$ cat src/rtl/smkseq_params.svh
// Purpose: Constants of the smoke alarm sequencer: timing, limits, register map.
// Assumes: A 125 MHz core clock; all slow periods are built from a 1 ms tick.
// Notes: Times are kept in their own unit; cycle and tick counts derive from them.
`ifndef SMKSEQ_PARAMS_SVH
`define SMKSEQ_PARAMS_SVH

`define SMK_CLK_MHZ          125
`define SMK_TICK_NS          1000000
`define SMK_TICK_CYC         ((`SMK_TICK_NS * `SMK_CLK_MHZ) / 1000)
`define SMK_TICK_MS          1

`define SMK_SLOW_MS          1670
`define SMK_FAST_MS          40
`define SMK_HORN_ON_MS       160
`define SMK_HORN_OFF_MS      80
`define SMK_STROBE_MS        10
`define SMK_LED_MS           10
`define SMK_BAT_CYCLES       24
`define SMK_LED_FAST_CYCLES  25

`define SMK_OFS_CTRL         8'h00
`define SMK_OFS_STAT         8'h04
`define SMK_OFS_ISTS         8'h08
`define SMK_OFS_IMSK         8'h0c

`define SMK_CTRL_RST         1'h1
`define SMK_IMSK_RST         3'h0

`define SMK_ST_SMOKE         0
`define SMK_ST_ALARM         1
`define SMK_ST_BAT           2
`define SMK_ST_HORN          3
`define SMK_ST_TEST          4
`define SMK_ST_CYC           8

`define SMK_IRQ_SMOKE        0
`define SMK_IRQ_BAT          1
`define SMK_IRQ_CLEAR        2

`define SMK_RESP_OKAY        2'h0
`define SMK_RESP_SLVERR      2'h2

`endif

$ cat src/rtl/smkseq_pkg.sv
// Purpose: Types of the smoke alarm sequencer.
// Assumes: Constants come from smkseq_params.svh.
// Notes: The whole state of the top module is one packed struct.
package smkseq_pkg;

    typedef enum logic [1:0] {
        HRN_IDLE = 2'b00,
        HRN_ON   = 2'b01,
        HRN_OFF  = 2'b10
    } smkseq_horn_t;

    typedef struct packed {
        logic [19:0]  div_cnt;
        logic [10:0]  per_cnt;
        logic [4:0]   cyc_cnt;
        logic         strobe;
        logic [3:0]   str_cnt;
        logic         led;
        logic [3:0]   led_cnt;
        logic         chirp;
        smkseq_horn_t horn;
        logic [7:0]   hrn_cnt;
        logic         smoke;
        logic         bat;
        logic         smk_stat;
        logic         bat_stat;
        logic         horn_out;
        logic         ctrl_en;
        logic [2:0]   irq_sts;
        logic [2:0]   irq_msk;
        logic         irq;
        logic         aw_v;
        logic [7:0]   aw_a;
        logic         w_v;
        logic [31:0]  w_d;
        logic [3:0]   w_s;
        logic         bvalid;
        logic [1:0]   bresp;
        logic         rvalid;
        logic [31:0]  rdata;
        logic [1:0]   rresp;
    } smkseq_state_t;

endpackage

$ cat src/rtl/smkseq_top.sv
// Purpose: Timing and alarm sequencer of an ionization smoke detector.
// Assumes: Comparator and test inputs are synchronous to CORE_CLK.
// Notes: Registers are reached over AXI4-Lite; TICK_CYC may be shortened for simulation.
//
// Added by the designer: the register addresses and the AXI4-Lite interface to the registers.
`timescale 1ns/1ps
`include "smkseq_params.svh"

module smkseq_top
    import smkseq_pkg::*;
#(
    parameter int TICK_CYC = `SMK_TICK_CYC
) (
    input  wire logic        CORE_CLK,
    input  wire logic        RST_N,
    input  wire logic        SMOKE_CMP,
    input  wire logic        BAT_CMP,
    input  wire logic        TEST_N,
    output wire logic        HORN,
    output wire logic        HORN_EN,
    output wire logic        LED,
    output wire logic        STROBE,
    output wire logic        SMOKE_STAT,
    output wire logic        BAT_STAT,
    output wire logic        SENS_BOOST,
    output wire logic        IRQ,
    input  wire logic        S_AXI_AWVALID,
    output wire logic        S_AXI_AWREADY,
    input  wire logic [7:0]  S_AXI_AWADDR,
    input  wire logic        S_AXI_WVALID,
    output wire logic        S_AXI_WREADY,
    input  wire logic [31:0] S_AXI_WDATA,
    input  wire logic [3:0]  S_AXI_WSTRB,
    output wire logic        S_AXI_BVALID,
    input  wire logic        S_AXI_BREADY,
    output wire logic [1:0]  S_AXI_BRESP,
    input  wire logic        S_AXI_ARVALID,
    output wire logic        S_AXI_ARREADY,
    input  wire logic [7:0]  S_AXI_ARADDR,
    output wire logic        S_AXI_RVALID,
    input  wire logic        S_AXI_RREADY,
    output wire logic [31:0] S_AXI_RDATA,
    output wire logic [1:0]  S_AXI_RRESP
);

    localparam logic [19:0] TICK_LIM = 20'(TICK_CYC - 1);
    localparam logic [10:0] SLOW_LIM = 11'(`SMK_SLOW_MS / `SMK_TICK_MS - 1);
    localparam logic [10:0] FAST_LIM = 11'(`SMK_FAST_MS / `SMK_TICK_MS - 1);
    localparam logic [7:0]  ON_LIM   = 8'(`SMK_HORN_ON_MS / `SMK_TICK_MS - 1);
    localparam logic [7:0]  OFF_LIM  = 8'(`SMK_HORN_OFF_MS / `SMK_TICK_MS - 1);
    localparam logic [3:0]  STR_LIM  = 4'(`SMK_STROBE_MS / `SMK_TICK_MS - 1);
    localparam logic [3:0]  LED_LIM  = 4'(`SMK_LED_MS / `SMK_TICK_MS - 1);
    localparam logic [4:0]  BAT_LIM  = 5'(`SMK_BAT_CYCLES - 1);
    localparam logic [4:0]  LEDF_LIM = 5'(`SMK_LED_FAST_CYCLES - 1);

    localparam smkseq_state_t RST_S = '{
        horn:    HRN_IDLE,
        ctrl_en: `SMK_CTRL_RST,
        irq_msk: `SMK_IMSK_RST,
        default: '0
    };

    smkseq_state_t q;
    smkseq_state_t d;

    logic        tick;
    logic        fast;
    logic        busy;
    logic        per_wrap;
    logic        led_go;
    logic [10:0] per_lim;
    logic [4:0]  cyc_lim;
    logic [2:0]  irq_ev;
    logic [2:0]  irq_clr;
    logic [31:0] stat_word;

    assign S_AXI_AWREADY = !q.aw_v && !q.bvalid;
    assign S_AXI_WREADY  = !q.w_v && !q.bvalid;
    assign S_AXI_ARREADY = !q.rvalid;
    assign S_AXI_BVALID  = q.bvalid;
    assign S_AXI_BRESP   = q.bresp;
    assign S_AXI_RVALID  = q.rvalid;
    assign S_AXI_RDATA   = q.rdata;
    assign S_AXI_RRESP   = q.rresp;

    assign HORN       = q.horn_out;
    assign HORN_EN    = (q.horn != HRN_IDLE);
    assign LED        = q.led;
    assign STROBE     = q.strobe;
    assign SMOKE_STAT = q.smk_stat;
    assign BAT_STAT   = q.bat_stat;
    assign SENS_BOOST = q.smoke || (q.horn != HRN_IDLE);
    assign IRQ        = q.irq;

    always_comb begin
        d         = q;
        tick      = 1'b0;
        led_go    = 1'b0;
        irq_ev    = 3'h0;
        irq_clr   = 3'h0;
        stat_word = 32'h0;

        // One millisecond tick feeds every period counter, so switching periods
        // never truncates a pulse that is already running.
        if (q.ctrl_en) begin
            if (q.div_cnt == TICK_LIM) begin
                d.div_cnt = 20'h0;
                tick      = 1'b1;
            end else begin
                d.div_cnt = q.div_cnt + 20'h1;
            end
        end

        fast     = q.smoke || (q.horn != HRN_IDLE);
        per_lim  = fast ? FAST_LIM : SLOW_LIM;
        cyc_lim  = fast ? LEDF_LIM : BAT_LIM;
        busy     = q.led || q.chirp || (q.horn == HRN_ON);
        // The compare is >= so that a slow count beyond the fast limit wraps on the next tick.
        per_wrap = tick && (q.per_cnt >= per_lim);

        if (tick) begin
            d.per_cnt = per_wrap ? 11'h0 : q.per_cnt + 11'h1;
        end

        if (q.strobe) begin
            if (tick) begin
                if (q.str_cnt == STR_LIM) begin
                    d.strobe  = 1'b0;
                    d.str_cnt = 4'h0;
                    d.smoke   = SMOKE_CMP;
                end else begin
                    d.str_cnt = q.str_cnt + 4'h1;
                end
            end
        end else if (per_wrap && !busy) begin
            d.strobe  = 1'b1;
            d.str_cnt = 4'h0;
        end

        if (!TEST_N) begin
            d.strobe  = 1'b0;
            d.str_cnt = 4'h0;
            d.smoke   = SMOKE_CMP;
        end

        if (per_wrap) begin
            if (q.cyc_cnt >= cyc_lim) begin
                d.cyc_cnt = 5'h0;
                led_go    = 1'b1;
            end else begin
                d.cyc_cnt = q.cyc_cnt + 5'h1;
            end
        end

        // The chirp shares the LED pulse timer, both being 10 ms long.
        if (q.led) begin
            if (tick) begin
                if (q.led_cnt == LED_LIM) begin
                    d.led     = 1'b0;
                    d.chirp   = 1'b0;
                    d.led_cnt = 4'h0;
                end else begin
                    d.led_cnt = q.led_cnt + 4'h1;
                end
            end
        end else if (led_go) begin
            d.led     = 1'b1;
            d.led_cnt = 4'h0;
            d.chirp   = q.bat && !fast;
        end

        if (q.led && !fast) begin
            d.bat = BAT_CMP;
        end
        irq_ev[`SMK_IRQ_BAT] = d.bat && !q.bat;

        case (q.horn)
            HRN_IDLE: begin
                if (q.smoke) begin
                    d.horn                 = HRN_ON;
                    d.hrn_cnt              = 8'h0;
                    irq_ev[`SMK_IRQ_SMOKE] = 1'b1;
                end
            end
            HRN_ON: begin
                if (tick) begin
                    if (q.hrn_cnt == ON_LIM) begin
                        d.horn    = HRN_OFF;
                        d.hrn_cnt = 8'h0;
                    end else begin
                        d.hrn_cnt = q.hrn_cnt + 8'h1;
                    end
                end
            end
            HRN_OFF: begin
                if (tick) begin
                    if (q.hrn_cnt == OFF_LIM) begin
                        d.hrn_cnt = 8'h0;
                        if (q.smoke) begin
                            d.horn = HRN_ON;
                        end else begin
                            d.horn                 = HRN_IDLE;
                            irq_ev[`SMK_IRQ_CLEAR] = 1'b1;
                        end
                    end else begin
                        d.hrn_cnt = q.hrn_cnt + 8'h1;
                    end
                end
            end
            default: begin
                d.horn = HRN_IDLE;
            end
        endcase

        d.horn_out = (d.horn == HRN_ON) || d.chirp;
        d.smk_stat = TEST_N ? d.smoke : SMOKE_CMP;
        d.bat_stat = TEST_N ? d.bat : BAT_CMP;

        if (S_AXI_AWVALID && S_AXI_AWREADY) begin
            d.aw_v = 1'b1;
            d.aw_a = S_AXI_AWADDR;
        end
        if (S_AXI_WVALID && S_AXI_WREADY) begin
            d.w_v = 1'b1;
            d.w_d = S_AXI_WDATA;
            d.w_s = S_AXI_WSTRB;
        end
        if (q.aw_v && q.w_v) begin
            d.aw_v   = 1'b0;
            d.w_v    = 1'b0;
            d.bvalid = 1'b1;
            d.bresp  = `SMK_RESP_OKAY;
            if (q.aw_a == `SMK_OFS_CTRL) begin
                if (q.w_s[0]) begin
                    d.ctrl_en = q.w_d[0];
                end
            end else if (q.aw_a == `SMK_OFS_ISTS) begin
                if (q.w_s[0]) begin
                    irq_clr = q.w_d[2:0];
                end
            end else if (q.aw_a == `SMK_OFS_IMSK) begin
                if (q.w_s[0]) begin
                    d.irq_msk = q.w_d[2:0];
                end
            end else if (q.aw_a != `SMK_OFS_STAT) begin
                d.bresp = `SMK_RESP_SLVERR;
            end
        end
        if (q.bvalid && S_AXI_BREADY) begin
            d.bvalid = 1'b0;
        end

        // A new event wins over a clear written in the same cycle.
        d.irq_sts = (q.irq_sts & ~irq_clr) | irq_ev;
        d.irq     = |(d.irq_sts & d.irq_msk);

        stat_word[`SMK_ST_SMOKE]         = q.smoke;
        stat_word[`SMK_ST_ALARM]         = (q.horn != HRN_IDLE);
        stat_word[`SMK_ST_BAT]           = q.bat;
        stat_word[`SMK_ST_HORN]          = q.horn_out;
        stat_word[`SMK_ST_TEST]          = !TEST_N;
        stat_word[`SMK_ST_CYC +: 5]      = q.cyc_cnt;

        if (S_AXI_ARVALID && S_AXI_ARREADY) begin
            d.rvalid = 1'b1;
            d.rresp  = `SMK_RESP_OKAY;
            if (S_AXI_ARADDR == `SMK_OFS_CTRL) begin
                d.rdata = {31'h0, q.ctrl_en};
            end else if (S_AXI_ARADDR == `SMK_OFS_STAT) begin
                d.rdata = stat_word;
            end else if (S_AXI_ARADDR == `SMK_OFS_ISTS) begin
                d.rdata = {29'h0, q.irq_sts};
            end else if (S_AXI_ARADDR == `SMK_OFS_IMSK) begin
                d.rdata = {29'h0, q.irq_msk};
            end else begin
                d.rdata = 32'h0;
                d.rresp = `SMK_RESP_SLVERR;
            end
        end else if (q.rvalid && S_AXI_RREADY) begin
            d.rvalid = 1'b0;
        end
    end

    always_ff @(posedge CORE_CLK or negedge RST_N) begin
        if (!RST_N) begin
            q <= RST_S;
        end else begin
            q <= d;
        end
    end
endmodule

$ cat config.mk
export PLATFORM = sky130hd
export DESIGN_NAME = smkseq_top
export DESIGN_NICKNAME = d
export VERILOG_FILES = /design/src/rtl/smkseq_pkg.sv /design/src/rtl/smkseq_top.sv
export VERILOG_INCLUDE_DIRS = /design/src /design/src/rtl
export SDC_FILE = /design/constraint.sdc
export NUM_CORES = 1
export LEC_CHECK = 0
export ABC_AREA = 1
export ABC_CLOCK_PERIOD_IN_PS = 3000
export BUFFER_PORTS_ARGS = -buffer_cell sky130_fd_sc_hd__buf_2
export CAP_MARGIN = 20
export CORE_MARGIN = 5
export CORE_UTILIZATION = 56
export CTS_CLUSTER_SIZE = 14
export DETAILED_ROUTE_END_ITERATION = 7
export PLACE_DENSITY = 0.85
export SYNTH_ARGS = -nofsm -noshare
export SYNTH_HDL_FRONTEND = slang
export SYNTH_SLANG_ARGS = --single-unit
$ cat constraint.sdc
create_clock -name CORE_CLK -period 3 [get_ports CORE_CLK]
set_input_delay 0.3 -clock CORE_CLK [delete_from_list [all_inputs] [get_ports CORE_CLK]]
set_output_delay 0.3 -clock CORE_CLK [all_outputs]
set_load 0.02 [all_outputs]
==> impl_results.md, run 1 <==
- Kind of start point of the critical path: register
- Overall die height: roughly 110 microns
- End of the worst register-to-register path: q[121]
- Detailed-route via count: roughly 4800
- # nets final: approximately 850
- Die Footprint: between 10000 and 15000 sq um
- Count of buffer and inverter cells on the critical path: 1
- Number of diodes added for antenna fixing: 0
- Clock-pin slew on the worst setup and hold paths: 0.09 ns
- RD Place Congestion: 0.982
- Clock tree from TritonCTS: done
- TritonCTS buffer count: 9
- Category of cells accounting for the largest share of critical-path delay: simple AND/OR/NAND/NOR gates
- Average via count per standard cell: about 5.3
- Number of nets with antenna violations after routing: 0
- Setup Crit Path Kind: register to register
- Synthesized instance count: a little over 700
- Sequential group share of total power: 0.477
- Clk Tree Root Cell: sky130_fd_sc_hd__clkbuf_8
- Largest fanout of any net on the critical path: 10
- Switching pwr: about 1100 uW
- Die outline width: about 110 microns
- Crit-path slowest cell: sky130_fd_sc_hd__dfrtp_1
- Per-instance average area after synthesis: roughly 7.9 sq um
- Setup repair after global routing missed its margin: false
- Number of hold-slack violations in the final timing report: 0
- Total Routing Usage GR: 0.197
- Hold wc startpoint: S_AXI_RREADY
- Critical path cell sequence: inv_1 > ha_1 > nand2_2 > ha_1 > nand2_1 > nor2_1 > nand2_1 > nor2_1 > nand2_1 > nand3_2 > nand2_1 > nor2_1 > nand2_1 > and3_1
- Switching portion of total power: 0.335
- Share of the clock period used by the worst path after layout: 0.898
- FP Rows: 36
- Maximum count of clock buffers along a single path: 2
- Post-Place Setup Slack: between 0.3 and 0.4 ns
- Unique masters post-synth: 45
- IO Pins: around 110
- Most used cells in the layout excluding fill and tap cells: 155 x sky130_fd_sc_hd__nand2_1, 96 x sky130_fd_sc_hd__dfrtp_1, 90 x sky130_fd_sc_hd__inv_1
- Min-Delay Path Depth: 2
- Iteration count of the initial detailed-routing pass: 6
- Initial drt markers: 397
- FF+latch count, synth: 97
- Largest register FFs: 77
- Register-to-register path setup slack: 0.31 ns
- Worst slew margin relative to its limit: 0.653
- Cell Area, Synth: ~5700 sq um
- Leakage: approximately 0.0031 uW
- Overflow left after global routing: 0
- Start of the worst register-to-register path: q[105]
- Critical Path AT: slightly below 3 ns
- Leading cell type in the layout, fill and taps excluded: sky130_fd_sc_hd__nand2_1
- Max stage delay on crit path: 0.43 ns
- Routed length per instance: approximately 13 microns
- HPWL Detailed: 9.20 mm
- Maximum Capacitance Violations: 0
- Hold Path Class: input pin to register
- Top_reg_cell synth: sky130_fd_sc_hd__dfrtp_1
- Req. time, crit path: about 3.3 ns
- Share of the yosys chip area belonging to registers: 0.427
- Async set or reset register ratio after synthesis: 1.00
- Pin count of the biggest net entering global routing: 35
- Total Routed Length: about 12 mm
- Number of DRC violations after detailed routing: 0
- Worst-Skew Late Latency: approximately 0.37 ns
- Slew at the pin closest to its max-slew limit: 0.519 ns
- Final max-slew violation count: 0
- Dominant cell type by count on the critical path: sky130_fd_sc_hd__nand2_1
- Input/output buffers: 54
- Combinational Power Share: 0.250
- Count of synthesis-stage warnings from yosys: 0
- Fin Setup TNS: 0 ns
- Fmax: roughly 370 MHz
- Skew final: just under 0.009 ns
- Power per cell area: 545 nW/um^2
- Number of levels in the clock H-tree: 3
- Layout Area Growth over Synthesis: 7.68%
- Setup Viol. Count Final: 0
- Number of global-route vias before repair: roughly 4500
- Fraction of power consumed by the clock network: 0.273
- EDFF count, synth: 0
- Post-cts repair resize count: 0
- Initial core utilization: 0.579
- Worst r2r path cells: 14
- Hold Crit Endpoint: S_AXI_RVALID
- Placeable core area: 9820 sq um
- Maximum VDD drop: between 0.0003 and 0.0004 V
- Total internal power: ~2200 uW
- Number of antenna violations at the first check in global routing: 0
- Share of layout cells above drive strength 1: 0.144
- Result of the run: complete, no violations
- Clock period minus worst slack: 2.69 ns
- Endpoint kind of the worst setup timing path: register
- Register ranked first by flip-flop count: q
- Post-layout worst setup margin: slightly above 0.3 ns
- Number of sinks driven by the clock tree: slightly below 100
- First-pass GRT wire length: slightly above 20 mm
power groups by stage:
| stage | sequential [uW] | combinational [uW] | clock (uW) |
|---|---|---|---|
| finish | 1590 | 833 | 911 |
| global placement | 1610 | 786 | 0 |
| detailed placement | 1620 | 831 | 0 |
| global route | 1620 | 933 | 992 |
| CTS | 1590 | 834 | 929 |
| floorplan | 1610 | 620 | 0 |
logic make-up (layout without fill, tap and decap cells):
family,Yosys count,count (layout),share of synthesized area
xor gates and xnor gates,19,19,0.0293
and+or+nand+nor,341,341,0.273
buffers and inverters,143,173,0.125
DFF,97,97,0.427
AOI/OAI and AO/OA,92,92,0.0898
muxes,8,8,0.0158
other,1,24,0.000659
adders and majority gates,18,18,0.0396
routing by layer:
metal  vias up  part of all wire  GRT usage
met5         -                 0          0
met4         0             0.012     0.0608
met3        17             0.067     0.0535
met2       165              0.47      0.320
met1      2240              0.45      0.259
li1       2361                 -          -
what timing repair did:
item,in CTS,in global routing
hold endpoints to repair,30,0
buffers inserted,0,0
setup endpoints to repair,0,0
hold buffers,1,0
layout make-up:
type,count,area (sq um)
timing repair buffer,59,313
clock inverter,5,80.1
tap,133,166
fill,857,3700
sequential,97,2430
clock buffer,11,131
inverter,98,368
multi-input combinational,502,2640
through the flow:
stage / cell area [sq um] / total power [uW] / instances / hold WS (ns) / util
2_1_floorplan: 5770 / 2230 / 742 / 0.00441 / -
3_3_place_gp: 5900 / 2400 / 888 / 0.258 / 0.601
3_5_place_dp: 5900 / 2450 / 888 / 0.262 / 0.601
4_1_cts: 6120 / 3350 / 905 / 0.127 / 0.624
5_1_grt: 6120 / 3540 / 905 / 0.112 / 0.624
6_report: 6120 / 3340 / 905 / 0.126 / 0.624
synthesized netlist by cell type, types with 3 or more instances:
master	count	area, sq um
sky130_fd_sc_hd__nand3_2	4	40.0
sky130_fd_sc_hd__xnor2_1	4	35.0
sky130_fd_sc_hd__nand2_1	155	582
sky130_fd_sc_hd__mux2_2	8	90.1
sky130_fd_sc_hd__nand3_1	57	285
sky130_fd_sc_hd__buf_4	38	285
sky130_fd_sc_hd__a21oi_2	3	26.3
sky130_fd_sc_hd__nand3b_1	3	22.5
sky130_fd_sc_hd__inv_2	7	26.3
sky130_fd_sc_hd__o21ai_1	11	55.1
sky130_fd_sc_hd__xor2_1	15	131
sky130_fd_sc_hd__a21oi_1	22	110
sky130_fd_sc_hd__o31ai_1	6	45.0
sky130_fd_sc_hd__nor2_2	6	37.5
sky130_fd_sc_hd__nor4_1	4	25.0
sky130_fd_sc_hd__dfrtp_1	96	2400
sky130_fd_sc_hd__nand4_1	17	106
sky130_fd_sc_hd__inv_1	90	338
sky130_fd_sc_hd__nor3_1	16	80.1
sky130_fd_sc_hd__nor2_1	67	251
sky130_fd_sc_hd__ha_1	18	225
sky130_fd_sc_hd__o21ai_0	40	200
worst max path at each step:
stage | depth (start not counted) | slack [ns] | from | endpoint
finish | 14 | 0.31 | q[105] | q[121]
global route | 16 | 0.09 | q[105] | HORN
CTS | 14 | 0.33 | q[105] | q[121]
detailed placement | 14 | 0.35 | q[105] | q[121]
global placement | 14 | 0.45 | q[105] | q[121]
floorplan | 15 | 0.78 | q[105] | q[113]
(Power assumes the default switching activity.)
==> run 2: changes to the inputs <==
--- a/config.mk
+++ b/config.mk
@@ -10,6 +10,7 @@
 export ABC_CLOCK_PERIOD_IN_PS = 3000
 export BUFFER_PORTS_ARGS = -buffer_cell sky130_fd_sc_hd__buf_2
 export CAP_MARGIN = 20
+export CORE_ASPECT_RATIO = 2
 export CORE_MARGIN = 5
 export CORE_UTILIZATION = 56
 export CTS_CLUSTER_SIZE = 14
==> impl_results.md, run 2 (synthesized netlist as in run 1, its figures left out) <==
- Result of the run: complete, but fails checks
- Failing checks: negative hold slack
- Input/output buffers: 54 (unchanged)
- HPWL Detailed: 9.84 mm (+7.0%)
- Placeable core area: 10000 sq um (+2.0%)
- Initial drt markers: 284 (-28%)
- Die Footprint: 12400 sq um (+1.0%)
- Leakage: 0.00316 uW (+2.0%)
- Critical path cell sequence: inv_1 > ha_1 > nand2_2 > ha_1 > nand2_1 > nor2_1 > nand2_1 > nor2_1 > nand2_1 > nand3_2 > nand2_1 > o21ai_0 > and3_1
- Maximum count of clock buffers along a single path: 2 (unchanged)
- Layout Area Growth over Synthesis: 9.86%
- Post-cts repair resize count: 0 (unchanged)
- Post-CTS setup repair buffer count: 0 (unchanged)
- Share of layout cells above drive strength 1: 0.147 (+0.00278)
- Largest fanout of any net on the critical path: 8 (-2)
- Share of the clock period used by the worst path after layout: 0.878 (-0.0195)
- Endpoint kind of the worst setup timing path: register
- Number of sinks driven by the clock tree: 97 (unchanged)
- Register ranked first by flip-flop count: q
- Setup repair after global routing missed its margin: false
- IO Pins: 111 (unchanged)
- Category of cells accounting for the largest share of critical-path delay: simple AND/OR/NAND/NOR gates
- Count of buffer and inverter cells on the critical path: 1 (unchanged)
- Worst-Skew Late Latency: 0.35 ns (-0.02 ns)
- Power per cell area: 590 nW/um^2 (+8.3%)
- FP Rows: 52 (+44%)
- Number of inserted filler cells in the final layout: 889 (+3.7%)
- Initial core utilization: 0.568 (-0.0116)
- Critical Path AT: 2.92 ns (-0.03 ns)
- Pin count of the biggest net entering global routing: 55 (+57%)
- Routed length per instance: 14.1 microns (+5.9%)
- TritonCTS buffer count: 9 (unchanged)
- Worst slew margin relative to its limit: 0.536 (-0.117)
- Maximum Capacitance Violations: 0 (unchanged)
- Average via count per standard cell: 5.37 (+1.6%)
- RD Place Congestion: 0.915 (-6.8%)
- Maximum VDD drop: 0.000592 V (+59%)
- Multi-input gate area in the final layout: 2640 sq um (unchanged)
- First-pass GRT wire length: 21.2 mm (+3.5%)
- Hold-fix buffer count after cts: 0 (-1)
- Die outline width: 81.3 microns (-27%)
- Setup Crit Path Kind: register to register
- Clk Tree Root Cell: sky130_fd_sc_hd__clkbuf_16
- Detailed-route via count: 4865 (+1.7%)
- Clock tree from TritonCTS: done
- Hold Path Class: input pin to asynchronous set/reset pin
- Number of diodes added for antenna fixing: 0 (unchanged)
- Final max-slew violation count: 0 (unchanged)
- Number of levels in the clock H-tree: 3 (unchanged)
- Kind of start point of the critical path: register
- Total Routed Length: 12.8 mm (+6.1%)
- Number of hold-slack violations in the final timing report: 8 (+8)
- # nets final: 846 (-0.12%)
- Overflow left after global routing: 0 (unchanged)
- Number of antenna violations at the first check in global routing: 0 (unchanged)
- Most used cells in the layout excluding fill and tap cells: 155 x sky130_fd_sc_hd__nand2_1, 96 x sky130_fd_sc_hd__dfrtp_1, 90 x sky130_fd_sc_hd__inv_1
- Clock period minus worst slack: 2.63 ns (-0.0586 ns)
- Crit-path slowest cell: sky130_fd_sc_hd__dfrtp_1
- Skew final: 0.00669 ns (-0.00217 ns)
- Largest register FFs: 77 (unchanged)
- Clock-pin slew on the worst setup and hold paths: 0.07 ns (-0.02 ns)
- Max stage delay on crit path: 0.41 ns (-0.02 ns)
- Dominant cell type by count on the critical path: sky130_fd_sc_hd__nand2_1
- Leading cell type in the layout, fill and taps excluded: sky130_fd_sc_hd__nand2_1
- Overall die height: 153 microns (+38%)
- Number of global-route vias before repair: 4791 (+6.7%)
- Fmax: 380 MHz (+2.2%)
- Req. time, crit path: 3.28 ns (+0.02 ns)
- Worst hold slack after final layout: -0.00689 ns (-0.133 ns)
- Number of DRC violations after detailed routing: 0 (unchanged)
- Footprint of the flip-flops and latches: 2430 sq um (unchanged)
- Slew at the pin closest to its max-slew limit: 0.696 ns (+0.177 ns)
- Number of nets with antenna violations after routing: 0 (unchanged)
- Iteration count of the initial detailed-routing pass: 5 (-1)
- Total Routing Usage GR: 0.217 (+0.0195)
- Final cell utilization of the core: 0.624 (about the same)
- Setup Viol. Count Final: 0 (unchanged)
- Fin Setup TNS: 0 ns (unchanged)
-- run 2: cell count changes in the layout (fill, tap and decap cells not counted), sizes merged --
cell,delta
clkinvlp,-1
dlygate4sd3,-1
clkinv,+1
-- run 2: path summary, 6_finish.rpt --
path,from,to,slack [ns],cells past startpoint
setup reg to reg,q[105],q[121],0.37,13
hold / removal,RST_N,q[103],-0.007,1
max in group asynchronous,RST_N,q[109],2.32,2
setup / recovery,q[105],q[121],0.37,13
min in group CORE_CLK,S_AXI_BREADY,S_AXI_BVALID,0.13,2
hold reg to reg,S_AXI_RDATA[3],S_AXI_RDATA[3],0.48,2
-- run 2: layout make-up --
cell class / instances / share of cell area
clock buffers: 11 / 0.0405
clock inverters: 5 / 0.0124
inverters: 98 / 0.0589
multi-input cells: 502 / 0.422
flip-flops and latches: 97 / 0.389
well taps: 135 / 0.0270
repair buffers: 58 / 0.0505
-- run 2: routing by layer --
metal	up-vias	track usage	routed length [microns]
li1	2363	-	-
met1	2292	0.231	4750
met2	166	0.387	6770
met3	44	0.0408	717
met4	0	0.118	561
met5	-	0	0
-- run 2: stage by stage --
stage	setup slack [ns]	area, sq um	total power, uW	hold WS, ns	cells
after global routing	0.155	6250	3890	0.0670	906
after detailed placement	0.378	5920	2450	0.385	890
after global placement	0.445	5920	2420	0.386	890
after floorplan	0.780	5770	2230	0.00441	742
final	0.365	6250	3690	-0.00689	906
after CTS	0.359	6250	3700	0.0164	906
-- run 2: where the power goes --
part	internal, uW	leakage [uW]	switching (uW)	total (uW)
clock network	773	0.000162	481	1250
logic	278	0.00172	547	825
registers	1480	0.00128	130	1610
total	2530	0.00316	1160	3690
